## src/core/frwc_defines.svh

```systemverilog
// Constants for the flash read wait control block.
`ifndef FRWC_DEFINES_SVH
`define FRWC_DEFINES_SVH

`define FRWC_CLK_MHZ        100
`define FRWC_WAIT_W         2
`define FRWC_WAIT_ZERO      2'h0
`define FRWC_WAIT_ONE       2'h1
`define FRWC_ADDR_W         24
`define FRWC_DATA_W         16
`define FRWC_PROG_MAX_MS    5
`define FRWC_ERASE_MAX_MS   500
`define FRWC_PROG_TYP_MS    2
`define FRWC_ERASE_TYP_MS   200
`define FRWC_PROG_CYC       (`FRWC_PROG_MAX_MS * 1000 * `FRWC_CLK_MHZ)
`define FRWC_ERASE_CYC      (`FRWC_ERASE_MAX_MS * 1000 * `FRWC_CLK_MHZ)
`define FRWC_PROG_TYP_CYC   (`FRWC_PROG_TYP_MS * 1000 * `FRWC_CLK_MHZ)
`define FRWC_ERASE_TYP_CYC  (`FRWC_ERASE_TYP_MS * 1000 * `FRWC_CLK_MHZ)
`define FRWC_TIMER_W        26

`endif

```

## src/core/frwc_pkg.sv

```systemverilog
// Types for the flash read wait control block.
package frwc_pkg;
	typedef enum logic [1:0] {
		FRWC_IDLE,
		FRWC_READ,
		FRWC_PROG,
		FRWC_ERASE
	} frwc_state_t;
endpackage : frwc_pkg

```

## src/core/frwc_busy_timer.sv

```systemverilog
// Down counter that times one program or erase operation.
`include "frwc_defines.svh"
module frwc_busy_timer #(
	parameter int TW = `FRWC_TIMER_W
) (
	input  wire logic          clk_sys,
	input  wire logic          rstn,
	input  wire logic          load,
	input  wire logic [TW-1:0] loadValue,
	output logic               done
);
	logic [TW-1:0] count_r;
	logic [TW-1:0] count_nxt;
	logic          run_r;
	logic          run_nxt;
	logic          done_r;
	logic          done_nxt;

	always_comb begin
		count_nxt = count_r;
		run_nxt   = run_r;
		done_nxt  = 1'b0;
		if (load) begin
			count_nxt = loadValue;
			run_nxt   = 1'b1;
		end else if (run_r) begin
			if (count_r <= TW'(1)) begin
				run_nxt  = 1'b0;
				done_nxt = 1'b1;
			end else begin
				count_nxt = count_r - TW'(1);
			end
		end
	end

	always_ff @(posedge clk_sys) begin
		if (!rstn) begin
			count_r <= '0;
			run_r   <= 1'b0;
			done_r  <= 1'b0;
		end else begin
			count_r <= count_nxt;
			run_r   <= run_nxt;
			done_r  <= done_nxt;
		end
	end

	assign done = done_r;
endmodule : frwc_busy_timer

```

## src/core/flash_read_wait_control.sv

```systemverilog
// Flash read access sequencer with waitstates and program/erase timing.
`include "frwc_defines.svh"
module flash_read_wait_control
	import frwc_pkg::*;
#(
	parameter int AW        = `FRWC_ADDR_W,
	parameter int DW        = `FRWC_DATA_W,
	parameter int PROG_CYC  = `FRWC_PROG_TYP_CYC,
	parameter int ERASE_CYC = `FRWC_ERASE_TYP_CYC
) (
	input  wire logic                   clk_sys,
	input  wire logic                   rstn,
	input  wire logic [`FRWC_WAIT_W-1:0] flashWaitCount,
	input  wire logic                   readReq,
	input  wire logic                   readSeq,
	input  wire logic [AW-1:0]          readAddr,
	input  wire logic                   progReq,
	input  wire logic                   eraseReq,
	input  wire logic [DW-1:0]          arrayData,
	output logic [AW-1:0]               arrayAddr,
	output logic                        arrayRead,
	output logic [DW-1:0]               readData,
	output logic                        readValid,
	output logic                        busy,
	output logic                        opDone,
	output logic                        waitCodeError
);
	// The timer width covers the longest erase count at the system clock.
	localparam int TW = `FRWC_TIMER_W;

	frwc_state_t               state_r;
	frwc_state_t               state_nxt;
	logic [`FRWC_WAIT_W-1:0]   waitLeft_r;
	logic [`FRWC_WAIT_W-1:0]   waitLeft_nxt;
	logic [`FRWC_WAIT_W-1:0]   waitSel;
	logic [AW-1:0]             arrayAddr_r;
	logic [AW-1:0]             arrayAddr_nxt;
	logic                      arrayRead_r;
	logic                      arrayRead_nxt;
	logic [DW-1:0]             readData_r;
	logic [DW-1:0]             readData_nxt;
	logic                      readValid_r;
	logic                      readValid_nxt;
	logic                      captureNow;
	logic                      busy_r;
	logic                      busy_nxt;
	logic                      opDone_r;
	logic                      opDone_nxt;
	logic                      waitErr_r;
	logic                      waitErr_nxt;
	logic                      timerLoad;
	logic [TW-1:0]             timerValue;
	logic                      timerDone;

	// Reserved codes fall back to one waitstate, the slower safe choice.
	function automatic logic [`FRWC_WAIT_W-1:0] decodeWait(input logic [`FRWC_WAIT_W-1:0] code);
		case (code)
			`FRWC_WAIT_ZERO: decodeWait = 2'h0;
			`FRWC_WAIT_ONE:  decodeWait = 2'h1;
			default:         decodeWait = 2'h1;
		endcase
	endfunction : decodeWait

	// Flags a code outside the two defined settings.
	function automatic logic isReservedWait(input logic [`FRWC_WAIT_W-1:0] code);
		case (code)
			`FRWC_WAIT_ZERO: isReservedWait = 1'b0;
			`FRWC_WAIT_ONE:  isReservedWait = 1'b0;
			default:         isReservedWait = 1'b1;
		endcase
	endfunction : isReservedWait

	assign waitSel = decodeWait(flashWaitCount);

	always_comb begin
		state_nxt     = state_r;
		waitLeft_nxt  = waitLeft_r;
		arrayAddr_nxt = arrayAddr_r;
		arrayRead_nxt = 1'b0;
		timerLoad     = 1'b0;
		timerValue    = '0;

		// Program and erase win over a read raised in the same cycle.
		case (state_r)
			FRWC_IDLE: begin
				if (progReq) begin
					timerLoad  = 1'b1;
					timerValue = TW'(PROG_CYC);
					state_nxt  = FRWC_PROG;
				end else if (eraseReq) begin
					timerLoad  = 1'b1;
					timerValue = TW'(ERASE_CYC);
					state_nxt  = FRWC_ERASE;
				end else if (readReq) begin
					// The address is held after the access so the array sees no needless toggling.
					arrayAddr_nxt = readAddr;
					arrayRead_nxt = 1'b1;
					if (readSeq) begin
						waitLeft_nxt = 2'h0;
					end else begin
						waitLeft_nxt = waitSel;
					end
					state_nxt = FRWC_READ;
				end
			end
			FRWC_READ: begin
				if (waitLeft_r == 2'h0) begin
					state_nxt = FRWC_IDLE;
				end else begin
					// Each wait cycle keeps arrayRead up so the array sees a steady request.
					arrayRead_nxt = 1'b1;
					waitLeft_nxt  = waitLeft_r - 2'h1;
				end
			end
			// A read raised during program or erase is not queued; the master retries it.
			FRWC_PROG, FRWC_ERASE: begin
				if (timerDone) begin
					state_nxt = FRWC_IDLE;
				end
			end
			default: begin
				state_nxt = FRWC_IDLE;
			end
		endcase
	end

	always_ff @(posedge clk_sys) begin
		if (!rstn) begin
			state_r     <= FRWC_IDLE;
			waitLeft_r  <= 2'h0;
			arrayAddr_r <= '0;
			arrayRead_r <= 1'b0;
		end else begin
			state_r     <= state_nxt;
			waitLeft_r  <= waitLeft_nxt;
			arrayAddr_r <= arrayAddr_nxt;
			arrayRead_r <= arrayRead_nxt;
		end
	end

	// The array word is taken in the last access cycle, while arrayRead still stands.
	assign captureNow = (state_r == FRWC_READ) && (waitLeft_r == 2'h0);

	always_comb begin
		readData_nxt  = readData_r;
		readValid_nxt = 1'b0;
		if (captureNow) begin
			readData_nxt  = arrayData;
			readValid_nxt = 1'b1;
		end
	end

	always_ff @(posedge clk_sys) begin
		if (!rstn) begin
			readData_r  <= '0;
			readValid_r <= 1'b0;
		end else begin
			readData_r  <= readData_nxt;
			readValid_r <= readValid_nxt;
		end
	end

	// Status flags are registered too, so every output leaves a flop directly.
	always_comb begin
		// Busy is taken from the next state, so it matches the state in the same cycle; requests seen while it is high are dropped.
		busy_nxt    = (state_nxt != FRWC_IDLE);
		opDone_nxt  = 1'b0;
		if (((state_r == FRWC_PROG) || (state_r == FRWC_ERASE)) && timerDone) begin
			opDone_nxt = 1'b1;
		end
		// reserved codes
		// The flag is a level that follows the wait code one edge late.
		waitErr_nxt = isReservedWait(flashWaitCount);
	end

	always_ff @(posedge clk_sys) begin
		if (!rstn) begin
			busy_r    <= 1'b0;
			opDone_r  <= 1'b0;
			waitErr_r <= 1'b0;
		end else begin
			busy_r    <= busy_nxt;
			opDone_r  <= opDone_nxt;
			waitErr_r <= waitErr_nxt;
		end
	end

	// One shared timer is enough, since program and erase never overlap.
	frwc_busy_timer #(
		.TW(TW)
	) u_timer (
		.clk_sys   (clk_sys),
		.rstn      (rstn),
		.load      (timerLoad),
		.loadValue (timerValue),
		.done      (timerDone)
	);

	// Outputs are plain copies of registers, with no logic behind the pins.
	assign arrayAddr     = arrayAddr_r;
	assign arrayRead     = arrayRead_r;
	assign readData      = readData_r;
	assign readValid     = readValid_r;
	assign busy          = busy_r;
	assign opDone        = opDone_r;
	assign waitCodeError = waitErr_r;
endmodule : flash_read_wait_control

```

## config.mk

```make
export PLATFORM = sky130hd
export DESIGN_NAME = flash_read_wait_control
export DESIGN_NICKNAME = d
export VERILOG_FILES = /design/src/core/frwc_pkg.sv /design/src/core/frwc_busy_timer.sv /design/src/core/flash_read_wait_control.sv
export VERILOG_INCLUDE_DIRS = /design/src /design/src/core
export SDC_FILE = /design/constraint.sdc
export NUM_CORES = 1
export LEC_CHECK = 0
export BUFFER_PORTS_ARGS = -buffer_cell sky130_fd_sc_hd__buf_2
export CELL_PAD_IN_SITES_DETAIL_PLACEMENT = 0
export CELL_PAD_IN_SITES_GLOBAL_PLACEMENT = 2
export CORE_ASPECT_RATIO = 0.75
export CORE_MARGIN = 3
export CORE_UTILIZATION = 30
export CTS_CLUSTER_DIAMETER = 50
export DETAILED_ROUTE_END_ITERATION = 10
export PLACE_DENSITY_LB_ADDON = 0.25
export SLEW_MARGIN = 40
export SYNTH_ARGS = -nofsm -noshare
export SYNTH_HDL_FRONTEND = slang
export SYNTH_SLANG_ARGS = --single-unit
```

## constraint.sdc

```tcl
create_clock -name clk_sys -period 2.6 [get_ports clk_sys]
set_input_delay 0.13 -clock clk_sys [delete_from_list [all_inputs] [get_ports clk_sys]]
set_output_delay 0.13 -clock clk_sys [all_outputs]
set_load 0.02 [all_outputs]
```

### Word-level counts from Yosys, hierarchy flattened

Index checks and enable logic that the tools add are counted.

| operators by class | value |
|---|---|
| add/subtract/negate cells | 2 |
| magnitude comparators | 1 |
| equality and inequality tests | 9 |
| multiplexer cells | 34 |
| bitwise gates (word level) | 4 |
| reduce and logical (&&, ||, !) cells | 15 |

Operators by type and width:

| cell | number |
|---|---|
| $mux 26 | 3 |
| $mux 25 | 3 |
| $le 26x1->1 const B | 1 |
| $sub 26x1->26 const B | 1 |
| $mux 2 | 10 |
| $mux 1 | 15 |
| $ne 2x2->1 const B | 5 |
| $logic_not 2->1 | 3 |
| $pmux 2 s3 | 1 |
| $reduce_bool 2->1 | 3 |
| $reduce_and 5->1 | 1 |
| $eq 2x1->1 const B | 2 |
| $eq 2x2->1 const B | 2 |
| $not 1->1 | 4 |
| $pmux 2 s2 | 1 |
| $reduce_and 4->1 | 1 |
| $reduce_or 2->1 | 2 |
| $reduce_or 3->1 | 1 |
| $logic_and 1x1->1 | 2 |
| $pmux 1 s2 | 1 |
| $reduce_and 2->1 | 1 |
| $sub 2x1->2 const B | 1 |
| $logic_or 1x1->1 | 1 |

| word-level totals | value |
|---|---|
| register bits after elaboration | 77 |
| input port bits | 48 |
| output and inout port bits | 45 |
| word-level logic and storage cells | 77 |

### Logic depth before layout (Yosys ltp)

| depth | value |
|---|---|
| depth after elaboration | 7 |
| depth in mapped cells | 8 |
| gate-level depth less buffers | 6 |

### Hierarchy

A second synthesis with hierarchy kept.

| unflattened totals | value |
|---|---|
| cell total of the unflattened synthesis | 435 |
| area total of the unflattened synthesis | 3,525.9 um2 |

By module, submodules not included:

| module | times used | cells an instance | area an instance (um2) | seq. area each (um2) |
|---|---|---|---|---|
| flash_read_wait_control | 1 | 228 | 1,871.8 | 980.9 |
| frwc_busy_timer | 1 | 207 | 1,654.1 | 560.5 |

### Least setup slack after synthesis

Ideal clock, no wire load.

| path | value |
|---|---|
| path type | register to register |
| start point | register u_timer.count_r[0] |
| end point | register u_timer.count_r[18] |
| library setup time | 0.070 ns |
| data arrival time | 2.076 ns |
| data required time | 2.530 ns |
| path slack | 0.454 ns |
| stages on the path, launching flop included | 8 |
| buffers on the path | 1 |
| period minus slack after synthesis | 2.146 ns |
| cell sequence | dfxtp_1 inv_1 ha_1 o2111ai_1 o21ai_2 buf_4 or4_2 a21oi_1 |

| between the ends | value |
|---|---|
| cells in the longest elaborated chain, start to end | 4 |
| elaborated cells on any way between the ends | 7 |
| classes of those cells | add/sub: 1; order compare: 1; eq/ne: 1; mux: 3; reduce/logical: 1 |

Ends and longest elaborated chain:

| what | RTL line | source |
|---|---|---|
| from (decl) | frwc_busy_timer.sv:12 | `logic [TW-1:0] count_r;` |
| from (signal assigned) | frwc_busy_timer.sv:42 | `count_r <= count_nxt;` |
| $sub 26x1->26 | frwc_busy_timer.sv:31 | `count_nxt = count_r - TW'(1);` |
| $mux 26 | frwc_busy_timer.sv:27 | `if (count_r <= TW'(1)) begin` |
| $mux 26 | frwc_busy_timer.sv:26 | `end else if (run_r) begin` |
| $mux 26 | frwc_busy_timer.sv:23 | `if (load) begin` |

Parallel ways exist; a longest one is shown, timed or not. The select of a mux whose other input is x is not followed.
A chain may end at the register's enable or synchronous reset.

### Final worst setup path

| path | value |
|---|---|
| start point | register u_timer.count_r[0] |
| end point | register u_timer.count_r[19] |

Same word-level chain as after synthesis.

==> results.md <==
* Status: finished clean
* Pwr/cell area at 801 nW/um^2
* Post-CTS setup buffer count at 0
* Worst VDD drop at 0.000303 V
* Fmax at 439 MHz
* Residual DRC at 0
* Gate Count Post-Synth at 396
* CP required at 2.86 ns
* Synthesis-to-finish area growth at 30.5%
* Slew Limit Fails at 0
* Synth top area share at 46.1%
* Routed WL at 9210 um
* Most numerous cell in the Yosys netlist: nand2_1
* Final ANT Viol Nets at 0
* CTS tree: built
* H-tree depth at 3
* Vias at 3126
* R2R Path Start: u_timer.count_r[0]$_SDFFE_PN0P_
* Flop-to-flop setup slack at 0.32 ns
* Yosys Warn Count at 0
* Dpl cell area at 4000 um^2
* Root buffer cell: clkbuf_16
* Tcrit/Tclk final at 87.6%
* Seq cells post-synth at 77
* CP cell instances: inv_1, ha_1, o2111ai_1, o21ai_2, buf_4, or4_1, a21oi_1
* GRT Util Overall at 15.3%
* Initial antenna violation count at 0
* CP Capture Type: flop
* Clk slew on worst S/H paths at 0.06 ns
* CTS Sinks at 77
* Synth area leader: dfxtp_1
* Starting Density at 31.6%
* Vert. Die Dim at 97.4 um
* Final setup viols at 0
* GR Overflow Total at 0
* HP Start: arrayData[2]
* Maximum buffer depth of the clock tree at 2
* Post-synth EDFFs at 0
* Hold crit path type: primary input to flop
* Final hold viol count at 0
* Mux share of post-synthesis cell area at 0.599%
* FF-to-FF End: u_timer.count_r[19]$_SDFFE_PN0P_
* Top post-synthesis cells by area: dfxtp_1 (46%), nand2_1 (11%), a21boi_0 (5.8%)
* Slowest stage delay, CP at 0.52 ns
* Crit Path Max Fanout at 19
* Routed WL per cell at 14.5 um
* Arrival @ worst endpoint at 2.54 ns
* Worst slew margin at 53.0%
* Die Area at 12500 um^2
* Vias in the first global route at 2971
* Worst skew pair latency at 0.33 ns
* NumNets Final at 546
* Vias per cell at 4.92
* Leakage power at 1.81 nW
* Design area at 4360 um^2
* Layout Skew at 0.00441 ns
* CP Launch Type: flop
* Top-level I/O count at 93
* Worst slack at placement at 0.343 ns
* Main combinational cell family by area after synthesis: simple AND/OR/NAND/NOR gates
* Post-synth top cells: nand2_1 (95), dfxtp_1 (77), a21oi_1 (30)
* CP max-delay cell: or4_1
* Final Critical Period at 2.28 ns
* Hpwl dp at 6690 um
* Slew @ Worst Pin at 0.704 ns
* Synth unique cells at 52
* Largest net degree at the start of global routing at 27
* Post-synth net total at 447
* Hold path depth at 3
* 1st-iter DRT viols at 179
* ANT cells at 0
* First-pass GRT wire length at 15400 um
* DIE WIDTH at 128 um
* Post-synthesis simple-gate area fraction at 26.7%
* Compound-Gate Fraction of Synth Area at 20.2%
* Mapped cell area at 3340 um^2
* WS Path Type: flop to flop
* Adder-cell area share of the yosys netlist at 1.12%
* Core ar. at 10600 um^2
* Post_cts resized at 0
* Hold path endpoint: readData[2]$_SDFFE_PN0P_
* PortBufs at 92
* Router iterations before antenna repair at 4
* Top FF cell, synth: dfxtp_1
* Register area share after synthesis at 46.1%
* Synth Area in XOR/XNOR at 1.31%
* Fill count at 1105
* RSZ-0062 raised after global routing: false
* Total negative setup slack at 0 ns
* Cell Rows at 32
* Worst Reg2Reg Path Length in Cells at 7
* Cts bufs inserted at 9
* Max Cap Viol at 0
* Async SR Flop Fraction at 0%
* Layout cells sized above 1 at 29.0%
* Syn Area/Cell at 8.44 um^2
* Final Worst Setup Slack at 0.321 ns
* GP Congestion at 0.788
sequential cells by signal, summed over array words and instances (netlist names):
signal and cells:
u_timer.count_r 26, arrayAddr 24, waitCodeError 1, readValid 1
readData 16, busy 1, opDone 1, u_timer.run_r 1
waitLeft_r 2, u_timer.done 1, state_r 2, arrayRead 1
timing repair:
| item | in CTS | in global routing |
|---|---|---|
| hold buffers | 1 | 0 |
| hold endpoints to repair | 1 | 0 |
| setup endpoints to repair | 0 | 0 |
logic make-up after synthesis:
| kind of cell | after synthesis |
|---|---|
| simple gates | 179 |
| buf+inv | 30 |
| compound gates | 100 |
| xor+xnor | 5 |
| flops | 77 |
| fa+ha+maj | 3 |
| mux | 2 |
metal layers:
layer  GRT usage (%)  vias up  wire length, um
li1                -     1599                -
met1            22.3     1440             4630
met2            21.8       81             3870
met3            5.38        6              654
met4            3.18        0               61
met5               0        -                0
where the power goes:
| group | leakage (nW) | switching, mW | internal (mW) | total, mW |
|---|---|---|---|---|
| Combinational | 1.02 | 0.426 | 0.287 | 0.713 |
| Clock | 0.170 | 0.514 | 0.945 | 1.46 |
| Sequential | 0.627 | 0.0665 | 1.25 | 1.32 |
| Total | 1.81 | 1.01 | 2.48 | 3.49 |
how the worst max path moves through the flow:
stage,from,endpoint,slack (ns),depth (start not counted)
global placement,u_timer.count_r[0]$_SDFFE_PN0P_,u_timer.count_r[19]$_SDFFE_PN0P_,0.46,7
detailed placement,u_timer.count_r[0]$_SDFFE_PN0P_,u_timer.count_r[19]$_SDFFE_PN0P_,0.34,7
global route,u_timer.count_r[0]$_SDFFE_PN0P_,u_timer.count_r[19]$_SDFFE_PN0P_,0.12,7
CTS,u_timer.count_r[0]$_SDFFE_PN0P_,u_timer.count_r[19]$_SDFFE_PN0P_,0.32,7
floorplan,u_timer.count_r[0]$_SDFFE_PN0P_,u_timer.count_r[18]$_SDFFE_PN0P_,0.45,7
finish,u_timer.count_r[0]$_SDFFE_PN0P_,u_timer.count_r[19]$_SDFFE_PN0P_,0.32,7
layout make-up:
type	instances	area [um^2]	area share, %
multi-input combinational	289	1670	38.3
sequential	77	1540	35.4
timing repair buffer	111	606	13.9
clock buffer	9	225	5.16
tap	136	170	3.90
clock inverter	7	121	2.78
inverter	7	26.3	0.603
per-stage QoR:
step	hold WS [ns]	power (mW)	std cells	utilization (%)
2_1_floorplan	0.252	1.80	396	-
6_report	0.0293	3.49	636	41.3
4_1_cts	0.0194	3.54	636	41.3
3_3_place_gp	0.345	2.06	619	37.9
3_5_place_dp	0.349	2.06	619	37.9
5_1_grt	0.0211	3.69	636	41.3
cell usage in the layout (no fill, tap or decap), types with 3 or more instances in the layout:
cell	count
nand2_1	95
buf_2	92
dfxtp_1	77
a21oi_1	30
a21boi_0	26
buf_4	18
nor2_1	15
o31ai_1	12
nor3_1	11
clkbuf_16	9
o21ai_0	8
inv_1	7
or3_1	6
nand3_1	6
or2_2	5
or4_1	5
o211ai_1	5
and2_1	4
nand2b_1	4
and3_1	4
nand4_1	4
xor2_1	4
nor3_2	3
nor4_1	3
o2111ai_1	3
or4_2	3
ha_1	3
bufinv_16	3
critical path, delay by kind of cell (launching register included):
| family | cells | cell delay [ns] |
|---|---|---|
| buf+inv | 2 | 0.29 |
| compound gates | 3 | 0.70 |
| flops | 1 | 0.41 |
| fa+ha+maj | 1 | 0.28 |
| simple gates | 1 | 0.52 |
Power figures use the tool's default switching activity.
